## src/core/rdp_pkg.sv

```systemverilog
// Purpose: Shared constants and types of the remote digit programming port
// Assumes: Ground-true bus bytes are inverted before any compare
// Notes:   One bus byte carries two BCD digits, first digit in the high nibble
`default_nettype none
package rdp_pkg;
    // -------------------------------------------------------------------
    // Sizes
    // -------------------------------------------------------------------
    localparam int unsigned DIGITS       = 10;
    localparam int unsigned TEMP_W       = 4 * DIGITS;
    localparam int unsigned ATTEN_W      = 12;
    localparam int unsigned FIFO_WIDTH   = 8;
    localparam int unsigned FIFO_DEPTH   = 32;
    localparam int unsigned SYNC_W       = 13;
    // -------------------------------------------------------------------
    // Bus codes, after inversion of the ground-true lines
    // -------------------------------------------------------------------
    localparam logic [7:0] LISTEN_ADDR   = 8'h35;
    localparam logic [7:0] UNLISTEN_CMD  = 8'h3F;
    localparam logic [3:0] ADDR_MARK     = 4'hF;
    // -------------------------------------------------------------------
    // Final register select codes
    // -------------------------------------------------------------------
    localparam logic [3:0] SEL_CENTER    = 4'h0;
    localparam logic [3:0] SEL_STEP      = 4'h1;
    localparam logic [3:0] SEL_ATTEN     = 4'h3;
    localparam logic [3:0] SEL_MOD_FN    = 4'h4;
    localparam logic [3:0] SEL_MOD_PCT   = 4'h5;
    // -------------------------------------------------------------------
    // Modulation type and source digits
    // -------------------------------------------------------------------
    localparam logic [3:0] TYPE_OFF      = 4'h0;
    localparam logic [3:0] TYPE_FM_X10   = 4'h1;
    localparam logic [3:0] TYPE_FM_X1    = 4'h2;
    localparam logic [3:0] TYPE_FM_X01   = 4'h4;
    localparam logic [3:0] TYPE_AM       = 4'hC;
    localparam logic [3:0] SRC_INT_1K    = 4'h1;
    localparam logic [3:0] SRC_INT_400   = 4'h2;
    localparam logic [3:0] SRC_EXT_DC    = 4'h4;
    localparam logic [3:0] SRC_EXT_AC    = 4'h9;
    // -------------------------------------------------------------------
    // Reset values
    // -------------------------------------------------------------------
    localparam logic [TEMP_W-1:0] TEMP_RESET = 40'h00_0000_0000;
    localparam logic [7:0]        BYTE_RESET = 8'h00;

    typedef enum logic [2:0] {MOD_OFF, MOD_FM_X10, MOD_FM_X1, MOD_FM_X01, MOD_AM} mod_type_e;
    typedef enum logic [2:0] {SRC_NONE, SRC_1K, SRC_400, SRC_DC, SRC_AC} mod_src_e;

    typedef struct packed {
        logic [3:0] d1;
        logic [3:0] d2;
    } entry_s;
endpackage : rdp_pkg
`default_nettype wire

```

## src/core/remote_digit_programming_port.sv

```systemverilog
// Purpose: Listener on an eight-line instrument bus feeding digit registers
// Assumes: All bus pins asynchronous; settle-busy and load-ready on i_sys_clk
// Notes:   Accepted data bytes pass a FIFO before the digit engine
//
// Behaviour
// - Listener shifts received digits in at the most significant end.
// - Address code copies temporary register into the selected final register.
// - Temporary register clears to zero right after each transfer.
// - First digit 15 marks an address; second digit selects register.
// - Address 1 loads the step increment register.
// - Address 5 loads modulation percent, address 4 modulation function.
// - All-zero modulation function disables all modulation.
// - Source digit: 1 int 1 kHz, 2 int 400 Hz, 4 ext DC, 9 ext AC.
// - Percent scales full range; FM x10 full scale is 1000 kHz.
// - Listen address makes a listener until unlisten arrives.
// - Mode line low: addresses and commands; high: data.
// - Ready-for-byte released high only when ready to accept.
// - After DAV falls: pull ready low, capture, release byte-accepted.
// - When DAV rises, byte-accepted goes low again.
// - Remote entered when REN low and addressed; left when REN high.
// - Bus abort drops addressing and stops all bus activity.
// - Service-request and EOI lines are never driven.
// - Jumper fitted: hold ready-for-byte low while settling is pending.
// - Bus lines are ground-true: low means logic one.
// - Attenuator keeps only the three most significant digits.
// - Reset clears control state and all data registers except the FIFO memory.
`timescale 1ns/1ns
`default_nettype none

module digit_fifo #(
    parameter int unsigned WIDTH = 8,
    parameter int unsigned DEPTH = 32
) (
    // Clock and reset
    input  wire logic             i_sys_clk,
    input  wire logic             i_reset_n,
    input  wire logic             i_clk_en,
    // Fill side
    input  wire logic             i_in_valid,
    input  wire logic [WIDTH-1:0] i_in_data,
    output logic                  o_in_ready,
    // Drain side
    output logic                  o_out_valid,
    output logic [WIDTH-1:0]      o_out_data,
    input  wire logic             i_out_ready
);
    localparam int unsigned AW = $clog2(DEPTH);

    logic [WIDTH-1:0] mem_q [DEPTH];
    logic [AW:0]      wr_q;
    logic [AW:0]      rd_q;
    wire              push = i_in_valid && o_in_ready;
    wire              pop  = o_out_valid && i_out_ready;

    assign o_in_ready  = (wr_q[AW] == rd_q[AW]) || (wr_q[AW-1:0] != rd_q[AW-1:0]);
    assign o_out_valid = wr_q != rd_q;
    assign o_out_data  = mem_q[rd_q[AW-1:0]];

    always_ff @(posedge i_sys_clk) begin
        if (i_clk_en && push) begin
            mem_q[wr_q[AW-1:0]] <= i_in_data;
        end
    end

    always_ff @(posedge i_sys_clk or negedge i_reset_n) begin
        if (!i_reset_n) begin
            wr_q <= '0;
            rd_q <= '0;
        end else if (i_clk_en) begin
            if (push) wr_q <= wr_q + 1'b1;
            if (pop)  rd_q <= rd_q + 1'b1;
        end
    end
endmodule : digit_fifo

module remote_digit_programming_port (
    // Clock, reset, enable
    input  wire logic                    i_sys_clk,
    input  wire logic                    i_reset_n,
    input  wire logic                    i_clk_en,
    // Bus pins, asynchronous
    input  wire logic [7:0]              i_bus_data_pin,
    input  wire logic                    i_dav_n,
    input  wire logic                    i_address_data_select,
    input  wire logic                    i_ren_n,
    input  wire logic                    i_bus_abort_line_n,
    input  wire logic                    i_rfd_delay_jumper,
    // Open-drain handshake drives
    output logic                         o_ready_for_byte_o,
    output logic                         o_ready_for_byte_oe,
    output logic                         o_dac_o,
    output logic                         o_dac_oe,
    output logic                         o_srq_oe,
    output logic                         o_eoi_oe,
    // Instrument side
    input  wire logic                    i_settle_busy,
    input  wire logic                    i_load_ready,
    output logic                         o_listen,
    output logic                         o_local_remote_indicator,
    output logic [rdp_pkg::TEMP_W-1:0]   o_temp_digits,
    output logic [rdp_pkg::TEMP_W-1:0]   o_center_freq,
    output logic [rdp_pkg::TEMP_W-1:0]   o_step_increment_register,
    output logic [rdp_pkg::ATTEN_W-1:0]  o_attenuator,
    output logic [7:0]                   o_mod_function,
    output logic [7:0]                   o_mod_percent,
    output logic                         o_mod_enable,
    output rdp_pkg::mod_type_e           o_mod_type,
    output rdp_pkg::mod_src_e            o_mod_source,
    output logic [9:0]                   o_mod_depth
);
    import rdp_pkg::*;

    // -------------------------------------------------------------------
    // Synchronisers
    // -------------------------------------------------------------------
    logic [SYNC_W-1:0] s1_q;
    logic [SYNC_W-1:0] s2_q;
    logic              dav_prev_q;
    always_ff @(posedge i_sys_clk or negedge i_reset_n) begin
        if (!i_reset_n) begin
            s1_q       <= '1;
            s2_q       <= '1;
            dav_prev_q <= 1'b1;
        end else if (i_clk_en) begin
            s1_q       <= {i_bus_data_pin, i_dav_n, i_address_data_select,
                           i_ren_n, i_bus_abort_line_n, i_rfd_delay_jumper};
            s2_q       <= s1_q;
            dav_prev_q <= s2_q[4];
        end
    end

    wire [7:0] bus_byte  = ~s2_q[12:5];
    wire       dav_n_s   = s2_q[4];
    wire       data_mode = s2_q[3];
    wire       ren_n_s   = s2_q[2];
    wire       abort     = !s2_q[1];
    wire       jumper    = !s2_q[0];
    wire       dav_fall  = dav_prev_q && !dav_n_s;

    // -------------------------------------------------------------------
    // Three-wire handshake
    // -------------------------------------------------------------------
    typedef enum logic [1:0] {HS_IDLE, HS_ACCEPT, HS_DONE} hs_e;
    hs_e        hs_q;
    hs_e        hs_d;
    logic [7:0] byte_q;
    logic       mode_q;
    logic       listen_q;
    logic       listen_d;
    logic       remote_q;
    logic       fifo_in_ready;

    wire active   = !data_mode || listen_q;
    wire rfd_ok   = fifo_in_ready && !(jumper && i_settle_busy);
    wire take     = hs_q == HS_IDLE && dav_fall && active && !o_ready_for_byte_oe;
    wire push     = hs_q == HS_ACCEPT && mode_q;
    wire cmd      = hs_q == HS_ACCEPT && !mode_q;

    always_comb begin
        hs_d = hs_q;
        case (hs_q)
            HS_IDLE:   if (take) hs_d = HS_ACCEPT;
            HS_ACCEPT: hs_d = HS_DONE;
            HS_DONE:   if (dav_n_s) hs_d = HS_IDLE;
            default:   hs_d = HS_IDLE;
        endcase
        if (abort) hs_d = HS_IDLE;
    end

    always_comb begin
        listen_d = listen_q;
        if (cmd && byte_q == LISTEN_ADDR) listen_d = 1'b1;
        if (cmd && byte_q == UNLISTEN_CMD) listen_d = 1'b0;
        if (abort) listen_d = 1'b0;
    end

    wire rfd_oe_d = active && !abort && !(hs_d == HS_IDLE && rfd_ok);
    wire dac_oe_d = active && !abort && hs_d != HS_DONE;

    always_ff @(posedge i_sys_clk or negedge i_reset_n) begin
        if (!i_reset_n) begin
            hs_q                <= HS_IDLE;
            byte_q              <= BYTE_RESET;
            mode_q              <= 1'b0;
            listen_q            <= 1'b0;
            remote_q            <= 1'b0;
            o_ready_for_byte_oe <= 1'b0;
            o_dac_oe            <= 1'b0;
        end else if (i_clk_en) begin
            hs_q                <= hs_d;
            listen_q            <= listen_d;
            o_ready_for_byte_oe <= rfd_oe_d;
            o_dac_oe            <= dac_oe_d;
            if (take) begin
                byte_q <= bus_byte;
                mode_q <= data_mode;
            end
            if (ren_n_s) remote_q <= 1'b0;
            else if (listen_d) remote_q <= 1'b1;
        end
    end

    // -------------------------------------------------------------------
    // Entry buffer
    // -------------------------------------------------------------------
    logic   fifo_out_valid;
    entry_s head;
    wire    head_is_addr  = head.d1 == ADDR_MARK;
    wire    fifo_out_rdy  = !head_is_addr || i_load_ready;
    wire    pop           = fifo_out_valid && fifo_out_rdy;

    digit_fifo #(
        .WIDTH (FIFO_WIDTH),
        .DEPTH (FIFO_DEPTH)
    ) u_fifo (
        .i_sys_clk   (i_sys_clk),
        .i_reset_n   (i_reset_n),
        .i_clk_en    (i_clk_en),
        .i_in_valid  (push),
        .i_in_data   (byte_q),
        .o_in_ready  (fifo_in_ready),
        .o_out_valid (fifo_out_valid),
        .o_out_data  (head),
        .i_out_ready (fifo_out_rdy)
    );

    // -------------------------------------------------------------------
    // Digit engine and final registers
    // -------------------------------------------------------------------
    logic [TEMP_W-1:0] temp_q;
    wire  [7:0]        top2     = temp_q[TEMP_W-1 -: 8];
    wire               load     = pop && head_is_addr;
    wire               load_fn  = load && head.d2 == SEL_MOD_FN;
    wire               load_pct = load && head.d2 == SEL_MOD_PCT;
    wire  [7:0]        fn_nx    = load_fn ? top2 : o_mod_function;
    wire  [7:0]        pct_nx   = load_pct ? top2 : o_mod_percent;
    wire  [9:0]        pct_bin  = 10'(pct_nx[7:4]) * 10'd10 + 10'(pct_nx[3:0]);

    mod_type_e type_nx;
    mod_src_e  src_nx;
    logic [9:0] depth_nx;
    always_comb begin
        case (fn_nx[7:4])
            TYPE_FM_X10: type_nx = MOD_FM_X10;
            TYPE_FM_X1:  type_nx = MOD_FM_X1;
            TYPE_FM_X01: type_nx = MOD_FM_X01;
            TYPE_AM:     type_nx = MOD_AM;
            default:     type_nx = MOD_OFF;
        endcase
        case (fn_nx[3:0])
            SRC_INT_1K:  src_nx = SRC_1K;
            SRC_INT_400: src_nx = SRC_400;
            SRC_EXT_DC:  src_nx = SRC_DC;
            SRC_EXT_AC:  src_nx = SRC_AC;
            default:     src_nx = SRC_NONE;
        endcase
        case (type_nx)
            MOD_FM_X10: depth_nx = 10'(pct_bin * 10'd10);
            MOD_FM_X01: depth_nx = pct_bin / 10'd10;
            default:    depth_nx = pct_bin;
        endcase
    end

    always_ff @(posedge i_sys_clk or negedge i_reset_n) begin
        if (!i_reset_n) begin
            temp_q                    <= TEMP_RESET;
            o_temp_digits             <= TEMP_RESET;
            o_center_freq             <= TEMP_RESET;
            o_step_increment_register <= TEMP_RESET;
            o_attenuator              <= '0;
            o_mod_function            <= '0;
            o_mod_percent             <= '0;
            o_mod_enable              <= 1'b0;
            o_mod_type                <= MOD_OFF;
            o_mod_source              <= SRC_NONE;
            o_mod_depth               <= '0;
        end else if (i_clk_en) begin
            if (pop && !head_is_addr) begin
                temp_q        <= {head.d2, head.d1, temp_q[TEMP_W-1:8]};
                o_temp_digits <= {head.d2, head.d1, temp_q[TEMP_W-1:8]};
            end
            if (load) begin
                temp_q        <= TEMP_RESET;
                o_temp_digits <= TEMP_RESET;
                case (head.d2)
                    SEL_CENTER: o_center_freq             <= temp_q;
                    SEL_STEP:   o_step_increment_register <= temp_q;
                    SEL_ATTEN:  o_attenuator <= temp_q[TEMP_W-1 -: ATTEN_W];
                    default:    ;
                endcase
            end
            o_mod_function <= fn_nx;
            o_mod_percent  <= pct_nx;
            o_mod_enable   <= fn_nx != 8'h00 && type_nx != MOD_OFF;
            o_mod_type     <= type_nx;
            o_mod_source   <= src_nx;
            o_mod_depth    <= depth_nx;
        end
    end

    // -------------------------------------------------------------------
    // Constant and status outputs
    // -------------------------------------------------------------------
    always_ff @(posedge i_sys_clk or negedge i_reset_n) begin
        if (!i_reset_n) begin
            o_ready_for_byte_o       <= 1'b0;
            o_dac_o                  <= 1'b0;
            o_srq_oe                 <= 1'b0;
            o_eoi_oe                 <= 1'b0;
            o_listen                 <= 1'b0;
            o_local_remote_indicator <= 1'b0;
        end else if (i_clk_en) begin
            o_ready_for_byte_o       <= 1'b0;
            o_dac_o                  <= 1'b0;
            o_srq_oe                 <= 1'b0;
            o_eoi_oe                 <= 1'b0;
            o_listen                 <= listen_d;
            o_local_remote_indicator <= remote_q;
        end
    end
endmodule : remote_digit_programming_port

`default_nettype wire

```

## config.mk

```make
export PLATFORM = sky130hd
export DESIGN_NAME = remote_digit_programming_port
export DESIGN_NICKNAME = d
export VERILOG_FILES = /design/src/core/rdp_pkg.sv /design/src/core/remote_digit_programming_port.sv
export SDC_FILE = /design/constraint.sdc
export NUM_CORES = 1
export LEC_CHECK = 0
export BUFFER_PORTS_ARGS = -buffer_cell sky130_fd_sc_hd__buf_2
export CORE_ASPECT_RATIO = 0.8
export CORE_MARGIN = 3
export CORE_UTILIZATION = 30
export CTS_BUF_LIST = sky130_fd_sc_hd__clkbuf_4
export DETAILED_ROUTE_END_ITERATION = 8
export PLACE_DENSITY = 0.6
export SKIP_CTS_REPAIR_TIMING = 1
export SLEW_MARGIN = 40
export SYNTH_ARGS = -nofsm -noshare
export SYNTH_HDL_FRONTEND = slang
export SYNTH_HIERARCHICAL = 1
export SYNTH_SLANG_ARGS = --single-unit
```

## constraint.sdc

```tcl
create_clock -name i_sys_clk -period 6 [get_ports i_sys_clk]
set_input_delay 0.3 -clock i_sys_clk [delete_from_list [all_inputs] [get_ports i_sys_clk]]
set_output_delay 0.3 -clock i_sys_clk [all_outputs]
set_load 0.02 [all_outputs]
```

Yosys cells after proc, flatten, opt, wreduce, memory -nomap -nowiden
Memory sizes are Yosys's and may differ from the RTL's.
Index checks and enable logic that the tools add are counted.
Storage, ports and cells
  bits in registers: 220
  latch bits: 0
  bits in writable memories: 256
  bits in read-only memories: 0
  input bits: 18
  memories: 1
Cells by class
  add/subtract/negate cells: 3
  $mul: 2
  div/mod/pow operators: 1
  order comparisons: 0
  eq/ne operators: 23
  shift operators: 0
  multiplexer cells: 18
  bitwise logic cells: 1
  reduce and logical (&&, ||, !) cells: 48
Memory list
  u_fifo.mem_q: depth 32, width 8, read ports 1, clocked after memory_dff 0, wr ports 1, line remote_digit_programming_port.sv:49  | logic [WIDTH-1:0] mem_q [DEPTH];
Operators with widths (count)
  2-to-1 mux 40 bit: 2
  case mux 3 bit (4 select lines): 2
  logical AND 1 bit: 22
  case mux 10 bit (2 select lines): 1
  equality test 4 x 3 -> 1 bit, second input constant: 4
  equality test 8 x 6 -> 1 bit, second input constant: 2
  2-to-1 mux 8 bit: 2
  adder 6 x 1 -> 6 bit, second input constant: 2
  equality test 4 x 1 -> 1 bit, second input constant: 3
  equality test 4 x 2 -> 1 bit, second input constant: 3
  equality test 4 bit, second input constant: 3
  divider 10 x 4 -> 10 bit, second input constant: 1
  AND reduction 2 bit: 5
  adder 8 x 4 -> 9 bit: 1
  multiplier 9 x 3 -> 9 bit, second input constant: 1
  AND reduction 3 bit: 3
  zero test 1 bit: 8
  NOT 8 bit: 1
  nonzero test 8 bit: 1
  multiplier 4 x 3 -> 7 bit, second input constant: 1
  2-to-1 mux 1 bit: 7
  2-to-1 mux 2 bit: 3
  inequality test 6 bit: 1
  case mux 2 bit (3 select lines): 1
  12 further kinds: 16

Depth between registers and ports, before layout
Gate-level depths: netlist of the first run.
  word-level depth: 12
  depth in mapped cells: 31
  gate-level depth less buffers: 27

Hierarchy
Netlist of the first run, hierarchy kept.
Modules (own cells, without submodules)
  digit_fifo: times used 1, cells an instance 532, area an instance 10565.1 um^2, sequential area each 7987.7 um^2
  remote_digit_programming_port: times used 1, cells an instance 856, area an instance 9605.5 um^2, sequential area each 5238.8 um^2

Worst setup path before layout of the first run
Ideal clock, no wire load.
  path kind: register -> register
  from: register u_fifo.rd_q[1]
  to: register o_mod_depth[9]
  data arrival time: 6.142 ns
  slack: -0.225 ns
  stages on the path, launching flop included: 26
  buffers on the path: 2
  clock period less this slack: 6.225 ns
  cell sequence: dfrtp_1 buf_2 nor2_1 clkbuf_1 a22oi_1 a21oi_1 and4_1 nand3_1 o21ai_0 ha_1 ha_1 inv_1 fa_1 nand2b_1 nor3_1 xnor2_1 xnor2_1 ha_1 ha_1 inv_1 o21bai_1 a21oi_1 xor2_1 xnor2_1 nand3_1 o21ai_0
RTL lines
  start, declared: line remote_digit_programming_port.sv:51  | logic [AW:0] rd_q;
  start signal, assigned: line remote_digit_programming_port.sv:71  | if (pop) rd_q <= rd_q + 1'b1;
  end signal, assigned: line remote_digit_programming_port.sv:297  | o_mod_depth <= depth_nx;
  end, declared: line remote_digit_programming_port.sv:109  | output logic [9:0] o_mod_depth

==> results of run 1 <==
power by group:
group | leakage (nW) | switching, mW | total (mW) | internal (mW)
registers | 5.16 | 0.531 | 4.72 | 4.19
logic | 4.44 | 3.50 | 6.31 | 2.81
clock network | 0.843 | 1.25 | 2.57 | 1.32
cells by family after synthesis:
kind of cell / count (synthesis)
other cells: 1
compound gates: 223
simple gates: 302
fa+ha+maj: 26
xor+xnor: 33
buf+inv: 106
mux: 221
flops: 476
through the flow:
stage / power (mW) / instance area, sq um
after floorplan: 8.05 / 20200
after global placement: 10.3 / 22900
after detailed placement: 10.4 / 22900
after CTS: 13.0 / 24300
after global routing: 14.5 / 25100
final: 13.6 / 25100
sequential cells by signal, indices dropped and copies added (netlist names), 10 cells and up:
name                       flops
s1_q                          13
o_attenuator                  12
o_step_increment_register     40
o_mod_depth                   10
s2_q                          13
temp_q                        40
u_fifo/mem_q                 256
o_center_freq                 40
synthesized netlist by cell type (29+ instances only):
| cell type | n | area (sq um) |
|---|---|---|
| a21oi_1 | 51 | 255 |
| clkbuf_1 | 42 | 158 |
| dfrtp_1 | 193 | 4830 |
| edfxtp_1 | 256 | 7690 |
| inv_1 | 29 | 109 |
| mux2_2 | 133 | 1500 |
| mux2i_1 | 41 | 410 |
| mux4_2 | 45 | 1010 |
| nand2_1 | 138 | 518 |
| nor2_1 | 78 | 293 |
| o21ai_0 | 69 | 345 |
worst min path at each step:
stage	start	to	slack, ns	cells past startpoint
floorplan	i_reset_n	byte_q[0]$_DFFE_PN0P_	0.004	0
global placement	i_reset_n	o_center_freq[12]$_DFFE_PN0P_	0.32	1
detailed placement	i_reset_n	o_center_freq[1]$_DFFE_PN0P_	0.33	1
CTS	i_reset_n	o_center_freq[3]$_DFFE_PN0P_	-0.57	1
global route	i_reset_n	o_center_freq[3]$_DFFE_PN0P_	0.06	2
finish	i_reset_n	o_center_freq[1]$_DFFE_PN0P_	0.1	2
per-layer routing:
layer / wire length (um) / up-vias / GRT usage [%] / share of wire (%)
met5: 0 / - / 0 / 0
met4: 793 / 0 / 3.82 / 1.6
met3: 3430 / 73 / 3.83 / 6.8
met2: 22200 / 420 / 20.2 / 44
met1: 24300 / 6737 / 20.7 / 48
li1: - / 6031 / - / -
final cells by class:
type / count / area [sq um]
diodes: 1 / 2.50
clock buffers: 162 / 1220
clock inverters: 31 / 178
fillers: 6260 / 41000
inverters: 31 / 119
multi-input cells: 809 / 6950
flip-flops and latches: 476 / 13200
well taps: 860 / 1080
repair buffers: 345 / 2300
==> impl_metrics.toml, run 1 <==
[logic_synthesis]
seq_area_frac_synth_pct = 65.6
synth.avg_cell_area_sq_um = 14.5
synthSimpleGateAreaFrac_pct = 6.77
synth-edff-count = 256
synthArstFlopShare_pct = 46.2
synth_adder_area_share_pct = 1.72
synth_seq_cells = 476
synth_xor_area_share_pct = 1.43
synth_flop_cell = "edfxtp_1"
netlist_area_sq_um = 20200
synth_top_family_by_area = "multiplexers"
synth_cell_type_count = 79
synthMuxAreaShare_pct = 14.7
yosys_warnings = 6
synth_compound_area_share_pct = 7.24
synthCells = 1388

[run_status]
run_status = "finished clean"

[grt]
antenna_found_initial = 1
grt_overflow = 0
grt_usage_pct = 14.0
grt_pass1_vias = 13042
grt_pass1_wl_um = 77200
grt_max_degree = 140

[route]
drcViolationCount = 0
drtPass1Iterations = 5
drtIter0Drc = 950
dr_total_vias = 13261
viasPerCell = 4.88
wl_um = 50700
antenna_left = 0
wl_per_cell_um = 18.7

[sta]
worstMarginPinSlew_ns = 0.851
whs_ns = 0.0991
final.period_utilization_pct = 95.8
max_slew_margin_pct = 43.1
rsz0062_at_grt = "yes"
final.min_clock_period_ns = 5.75
setup_violations = 0
fmax_mhz = 174
final_critical_path_setup_slack_ns = 0.251
final_max_slew_viol_count = 0
hold_viol = 0
fin_worst_skew_ns = 0.0375
setup_tns_ns = 0

[worst_setup_path]
path_depth = 25
critPathSlowestCell = "fa_1"
r2r_slack_ns = 0.25
crit_fanout = 7
critPathKind = "reg2reg"
path_delay_family = "compound AO/OA/AOI/OAI gates"
crit_top_cell = "buf_4"
critPathBufInv = 6
cp-start-kind = "flip-flop"
required_ns = 6.72
reg2reg_to = "o_mod_depth[1]$_DFFE_PN0P_"
crit_start = "u_fifo/rd_q[0]$_DFFE_PN0P_"
crit_path_end_kind = "flip-flop"
reg2regPathDepth = 25
r2r_start = "u_fifo/rd_q[0]$_DFFE_PN0P_"
slowest_delay_ns = 0.60
crit_path_end = "o_mod_depth[1]$_DFFE_PN0P_"
critical_path_arrival_ns = 6.46

[floorplanning]
dieArea_sq_um = 70400
core-area_sq_um = 66100
io_pins = 191
rows = 84
die_w_um = 296
die_h_um = 238
start_util_pct = 30.5

[cts]
clock-sinks = 476
cts_root_buffer = "clkbuf_4"
numCtsBuffers = 108
tritoncts = "built"
cts-htree-levels = 3
clockBufferDepth = 3
clkTransAtPathRegs_ns = 0.07
clk_latency_ns = 0.79

[final_layout]
final_common_cell = "edfxtp_1"
mostFrequentLayoutCells = "edfxtp_1, dfrtp_1, buf_2"
final_util_pct = 37.9
final-instance-count-excl-fill = 2715
syn_to_final_growth_pct = 24.3
nets = 1815
drive_gt1_share_pct = 43.3

[pwr]
ir_drop_v = 0.000306
power_density_nw_per_um2 = 543
leakage_nw = 10.4

[job]
maxCapViolCount = 0

[placed_design]
dp_cells = 2491
routabilityCongestion = 0.866
portBuffers = 186
hpwl_um = 33400
place_ws_ns = -0.268

[hold_path]
hold_path.class = "in2async"
No activity file was read; power rests on OpenSTA's default activity.
==> run 2: changes to the inputs <==
--- a/config.mk
+++ b/config.mk
@@ -8,10 +8,10 @@
 export BUFFER_PORTS_ARGS = -buffer_cell sky130_fd_sc_hd__buf_2
 export CORE_ASPECT_RATIO = 0.8
 export CORE_MARGIN = 3
-export CORE_UTILIZATION = 30
+export CORE_UTILIZATION = 25
 export CTS_BUF_LIST = sky130_fd_sc_hd__clkbuf_4
 export DETAILED_ROUTE_END_ITERATION = 8
-export PLACE_DENSITY = 0.6
+export PLACE_DENSITY = 0.54
 export SKIP_CTS_REPAIR_TIMING = 1
 export SLEW_MARGIN = 40
 export SYNTH_ARGS = -nofsm -noshare
==> run 2 against run 1 <==
Against the previous run: register-to-register slack got worse by 0.04 ns; non-clock buffer count is 8 lower; combinational power is 3.8% lower; clock power rose by 5%; clock-buffer cell count grew 13; largest cell class unchanged.
==> impl_metrics.toml, run 2 (same netlist as run 1, synthesis figures left out) <==
[run_status]
run_status = "finished clean"

[pwr]
pwr-share-seq_pct = 35.1
clkPwrFrac_pct = 20.0
p_sw_share_pct = 38.8
power_switching_mw = 5.24
pwr-share-comb_pct = 44.8
p_int_mw = 8.29
leakage_nw = 10.4
power_density_nw_per_um2 = 535
ir_drop_v = 0.000244

[sta]
final_max_slew_viol_count = 0
hold_viol = 0
whs_ns = 0.190
fmax_mhz = 173
max_slew_margin_pct = 41.3
worstMarginPinSlew_ns = 0.877
final.min_clock_period_ns = 5.79
setup_violations = 0
final.period_utilization_pct = 96.4
fin_worst_skew_ns = 0.0374

[grt]
antenna_found_initial = 1
grt_usage_pct = 12.2
gr-usage-met3_pct = 3.61
grt_pass1_wl_um = 80000
grt_pass1_vias = 13249
grtUsageMet2_pct = 17.6
met1_usage_pct = 17.7
top_usage_layer = "met1"
grt_max_degree = 143
grt_overflow = 0

[worst_setup_path]
cp-start-kind = "flip-flop"
crit_fanout = 8
slowest_delay_ns = 0.60
required_ns = 6.77
crit_path_end_kind = "flip-flop"
critPathBufInv = 7
path_delay_family = "compound AO/OA/AOI/OAI gates"
critPathSlowestCell = "fa_2"
crit_top_cell = "buf_4"
critPathKind = "reg2reg"
critical_path_arrival_ns = 6.55

[final_layout]
final_common_cell = "edfxtp_1"
nFillCells = 7854
multi_input_area_sq_um = 6820
syn_to_final_growth_pct = 25.3
finish.instance_area_sq_um = 25300
drive_gt1_share_pct = 41.8
largest_reg_flops = 256
mostFrequentLayoutCells = "edfxtp_1, dfrtp_1, buf_2"
nets = 1811
regArea_sq_um = 13200

[cts]
clkTransAtPathRegs_ns = 0.07
clock-sinks = 476
clockBufferDepth = 3
numCtsBuffers = 112
tritoncts = "built"
clk_latency_ns = 0.85
cts-htree-levels = 3
cts_root_buffer = "clkbuf_4"

[route]
wl_per_cell_um = 18.2
antenna_left = 0
dr_total_vias = 13177
drtPass1Iterations = 5
wl_um = 52800
drtIter0Drc = 957
drcViolationCount = 0
viasPerCell = 4.55

[placed_design]
hpwl_um = 34700
routabilityCongestion = 0.846
portBuffers = 186
placed_area_sq_um = 23100

[floorplanning]
io_pins = 191
die_w_um = 324
dieArea_sq_um = 84100
die_h_um = 260
start_util_pct = 25.4
rows = 92
core-area_sq_um = 79300

[job]
maxCapViolCount = 0

[hold_path]
hold_path.class = "in2reg"
[run 2: cell count changes in the layout (fill, tap and decap cells not counted), moves of 4 or more]
cell,change
buf_4,-12
clkbuf_4,+13
dlygate4sd3_1,+5
clkinv_1,+5
inv_2,-5
buf_6,-4
nor2_1,-4
[run 2: final timing paths]
path | startpoint | endpoint | slack [ns] | cells after the start
worst max-delay path | u_fifo/rd_q[0]$_DFFE_PN0P_ | o_mod_depth[0]$_DFFE_PN0P_ | 0.21 | 26
worst min-delay path | i_load_ready | o_mod_source[0]$_DFFE_PN0P_ | 0.19 | 6
worst max register to register | u_fifo/rd_q[0]$_DFFE_PN0P_ | o_mod_depth[0]$_DFFE_PN0P_ | 0.21 | 26
worst min register to register | o_center_freq[4]$_DFFE_PN0P_ | o_center_freq[4]$_DFFE_PN0P_ | 0.50 | 1
max in group asynchronous | i_reset_n | byte_q[1]$_DFFE_PN0P_ | 4.27 | 5
min in group asynchronous | i_reset_n | temp_q[14]$_DFFE_PN0P_ | 0.50 | 3
[run 2: through the flow]
| stage | worst slack [ns] | power (mW) | instances | TNS, ns | utilization [%] |
|---|---|---|---|---|---|
| floorplan | 0.0335 | 8.05 | 1391 | 0 | - |
| global placement | -0.155 | 10.3 | 2656 | -0.227 | 29.0 |
| detailed placement | -0.257 | 10.4 | 2656 | -0.788 | 29.1 |
| CTS | -0.318 | 13.2 | 2863 | -1.17 | 31.0 |
| global route | -0.0289 | 14.4 | 2895 | -0.0771 | 31.9 |
| finish | 0.214 | 13.5 | 2895 | 0 | 31.9 |
[run 2: metal layers]
metal	routed length [um]	share of wire, %	vias up
li1	-	-	6048
met1	25100	47	6641
met2	23100	44	409
met3	3700	7.0	79
met4	921	1.7	0
met5	0	0	-
[run 2: worst reg2reg max path, cell delays in order, from the launching register on]
cell and delay (ns):
dfrtp_4 0.55, mux4_2 0.57, a22o_1 0.24, a2111oi_4 0.37
buf_4 0.17, a21oi_1 0.06, or2_1 0.24, o31ai_2 0.24
and2_4 0.21, inv_4 0.04, ha_4 0.26, ha_4 0.13
inv_2 0.04, fa_2 0.60, buf_6 0.14, o21ai_0 0.13
and2_1 0.21, buf_4 0.16, nand3b_1 0.19, buf_4 0.17
a21o_1 0.17, o311ai_0 0.10, buf_4 0.19, a21oi_1 0.04
o31ai_1 0.27, a32oi_1 0.09, o22ai_1 0.14
[run 2: power by group through the flow]
stage / Combinational [mW] / Sequential, mW / Clock, mW
2_1_floorplan: 2.93 / 5.13 / 0
3_3_place_gp: 5.48 / 4.79 / 0
3_5_place_dp: 5.56 / 4.81 / 0
4_1_cts: 5.58 / 4.75 / 2.83
5_1_grt: 6.58 / 4.83 / 3.01
6_report: 6.07 / 4.75 / 2.71
[run 2: layout make-up]
cell class,instances,share of cell area [%]
Clock buffer,175,5.20
Multi-Input combinational cell,809,27.0
Antenna cell,1,0.00990
Inverter,31,0.485
Sequential cell,476,52.4
Timing Repair Buffer,337,9.09
Clock inverter,32,0.733
Tap cell,1034,5.12
==> run 3: changes to the inputs <==
--- a/config.mk
+++ b/config.mk
@@ -8,11 +8,12 @@
 export BUFFER_PORTS_ARGS = -buffer_cell sky130_fd_sc_hd__buf_2
 export CORE_ASPECT_RATIO = 0.8
 export CORE_MARGIN = 3
-export CORE_UTILIZATION = 25
+export CORE_UTILIZATION = 35
 export CTS_BUF_LIST = sky130_fd_sc_hd__clkbuf_4
 export DETAILED_ROUTE_END_ITERATION = 8
-export PLACE_DENSITY = 0.54
+export PLACE_DENSITY = 0.66
 export SKIP_CTS_REPAIR_TIMING = 1
+export SKIP_LAST_GASP = 1
 export SLEW_MARGIN = 40
 export SYNTH_ARGS = -nofsm -noshare
 export SYNTH_HDL_FRONTEND = slang
==> run 3 against run 2 <==
Against the previous run: combinational power down 2%; first-iteration DRC count is 13% higher; critical path type unchanged; non-clock buffer count is 11 lower; die area down 28%.
==> impl_metrics.toml, run 3 (same netlist as run 1, synthesis figures left out) <==
[cts]
clkTransAtPathRegs_ns = 0.07
cts-htree-levels = 3
clockBufferDepth = 3
cts_root_buffer = "clkbuf_4"
tritoncts = "built"
clock-sinks = 476
numCtsBuffers = 109
clk_latency_ns = 0.83

[sta]
hold_viol = 0
whs_ns = 0.0756
final_critical_path_setup_slack_ns = 0.0926
setup_tns_ns = 0
fmax_mhz = 169
final.min_clock_period_ns = 5.91
worstMarginPinSlew_ns = 0.855
final.period_utilization_pct = 98.5
max_slew_margin_pct = 42.8
final_max_slew_viol_count = 0
fin_worst_skew_ns = 0.0727
setup_violations = 0

[worst_setup_path]
critPathKind = "reg2reg"
reg2regPathDepth = 26
critical_path_arrival_ns = 6.51
cp-start-kind = "flip-flop"
crit_top_cell = "a21oi_1"
crit_path_end_kind = "flip-flop"
path_delay_family = "compound AO/OA/AOI/OAI gates"
critPathBufInv = 6
path_depth = 26
slowest_delay_ns = 0.56
crit_fanout = 7
critPathSlowestCell = "dfrtp_4"
required_ns = 6.61

[final_layout]
largest_reg_flops = 256
mostFrequentLayoutCells = "edfxtp_1, dfrtp_1, buf_2"
syn_to_final_growth_pct = 22.6
nFillCells = 5168
drive_gt1_share_pct = 41.7
nets = 1797
final-instance-count-excl-fill = 2607
final_common_cell = "edfxtp_1"
finish.instance_area_sq_um = 24700

[floorplanning]
start_util_pct = 35.5
dieArea_sq_um = 60600
core-area_sq_um = 56900
io_pins = 191
die_w_um = 274
die_h_um = 221
rows = 78

[route]
viasPerCell = 5.07
drtPass1Iterations = 5
drtIter0Drc = 1082
drcViolationCount = 0
dr_total_vias = 13218
wl_per_cell_um = 19.2
wl_um = 49900
antenna_left = 0

[grt]
grt_pass1_wl_um = 74300
grt_usage_pct = 15.9
grt_pass1_vias = 12779
grt_max_degree = 143
grt_overflow = 0
antenna_found_initial = 1

[placed_design]
placed_area_sq_um = 22600
portBuffers = 186
dp_cells = 2377
routabilityCongestion = 0.869
place_ws_ns = -0.209
hpwl_um = 32300

[pwr]
leakage_nw = 10.3
ir_drop_v = 0.000317
power_density_nw_per_um2 = 537

[job]
maxCapViolCount = 0

[run_status]
run_status = "finished clean"

[hold_path]
hold_path.class = "in2async"
-- run 3: cell types whose count changed in the layout (fill, tap and decap cells not counted), sizes merged --
cell | previous run | this run
clkinv | 28 | 27
buf | 312 | 309
bufinv | 2 | 0
clkinvlp | 3 | 2
clkbuf | 176 | 174
dlygate4sd3 | 24 | 16
inv | 30 | 33
-- run 3: through the flow --
step / total power [mW] / utilization, %
floorplan: 8.05 / -
global placement: 10.1 / 39.8
detailed placement: 10.2 / 39.8
CTS: 12.8 / 42.3
global route: 14.1 / 43.5
finish: 13.3 / 43.5
-- run 3: path summary, 6_finish.rpt --
path | from | end | slack (ns)
min in group i_sys_clk | i_load_ready | o_mod_type[1]$_DFFE_PN0P_ | 0.18
min | i_reset_n | temp_q[12]$_DFFE_PN0P_ | 0.08
min reg2reg | o_center_freq[37]$_DFFE_PN0P_ | o_center_freq[37]$_DFFE_PN0P_ | 0.49
max in group asynchronous | i_reset_n | s1_q[2]$_DFFE_PN1P_ | 4.63
max | u_fifo/rd_q[0]$_DFFE_PN0P_ | o_mod_depth[2]$_DFFE_PN0P_ | 0.09
max reg2reg | u_fifo/rd_q[0]$_DFFE_PN0P_ | o_mod_depth[2]$_DFFE_PN0P_ | 0.09
-- run 3: cell type report --
class | count | area (sq um) | area share [%]
tap | 760 | 951 | 3.85
inverter | 31 | 119 | 0.481
clock buffer | 173 | 1300 | 5.25
multi-input combinational | 809 | 6810 | 27.5
timing repair buffer | 326 | 2170 | 8.78
clock inverter | 31 | 140 | 0.567
antenna | 1 | 2.50 | 0.0101
sequential | 476 | 13200 | 53.5
-- run 3: where the power goes --
group | internal (mW) | total [mW] | switching (mW)
sequential | 4.19 | 4.76 | 0.564
clock | 1.31 | 2.58 | 1.27
combinational | 2.60 | 5.93 | 3.33
total | 8.11 | 13.3 | 5.16
-- run 3: worst register-to-register path, cell delays in order, from the launching register on --
cell and delay, ns:
dfrtp_4 0.56, buf_6 0.17, clkbuf_16 0.17, buf_4 0.14, mux2i_1 0.11, o22ai_1 0.34
a2111oi_4 0.12, a21oi_1 0.24, nand4_1 0.24, o31ai_4 0.33, and2_4 0.21, inv_4 0.04
ha_4 0.25, ha_2 0.18, inv_2 0.04, fa_1 0.51, buf_4 0.19, nor2b_2 0.16
nand3_1 0.13, a21boi_0 0.15, o21ai_0 0.20, o22ai_2 0.18, or3_1 0.44, a21oi_1 0.21
a2111oi_2 0.07, a221oi_1 0.23, a21oi_1 0.11
-- run 3: routing by layer --
metal | track usage [%] | part of all wire, %
met1 | 23.5 | 46
met2 | 22.9 | 44
met3 | 4.26 | 8.5
met4 | 4.49 | 1.3
met5 | 0 | 0
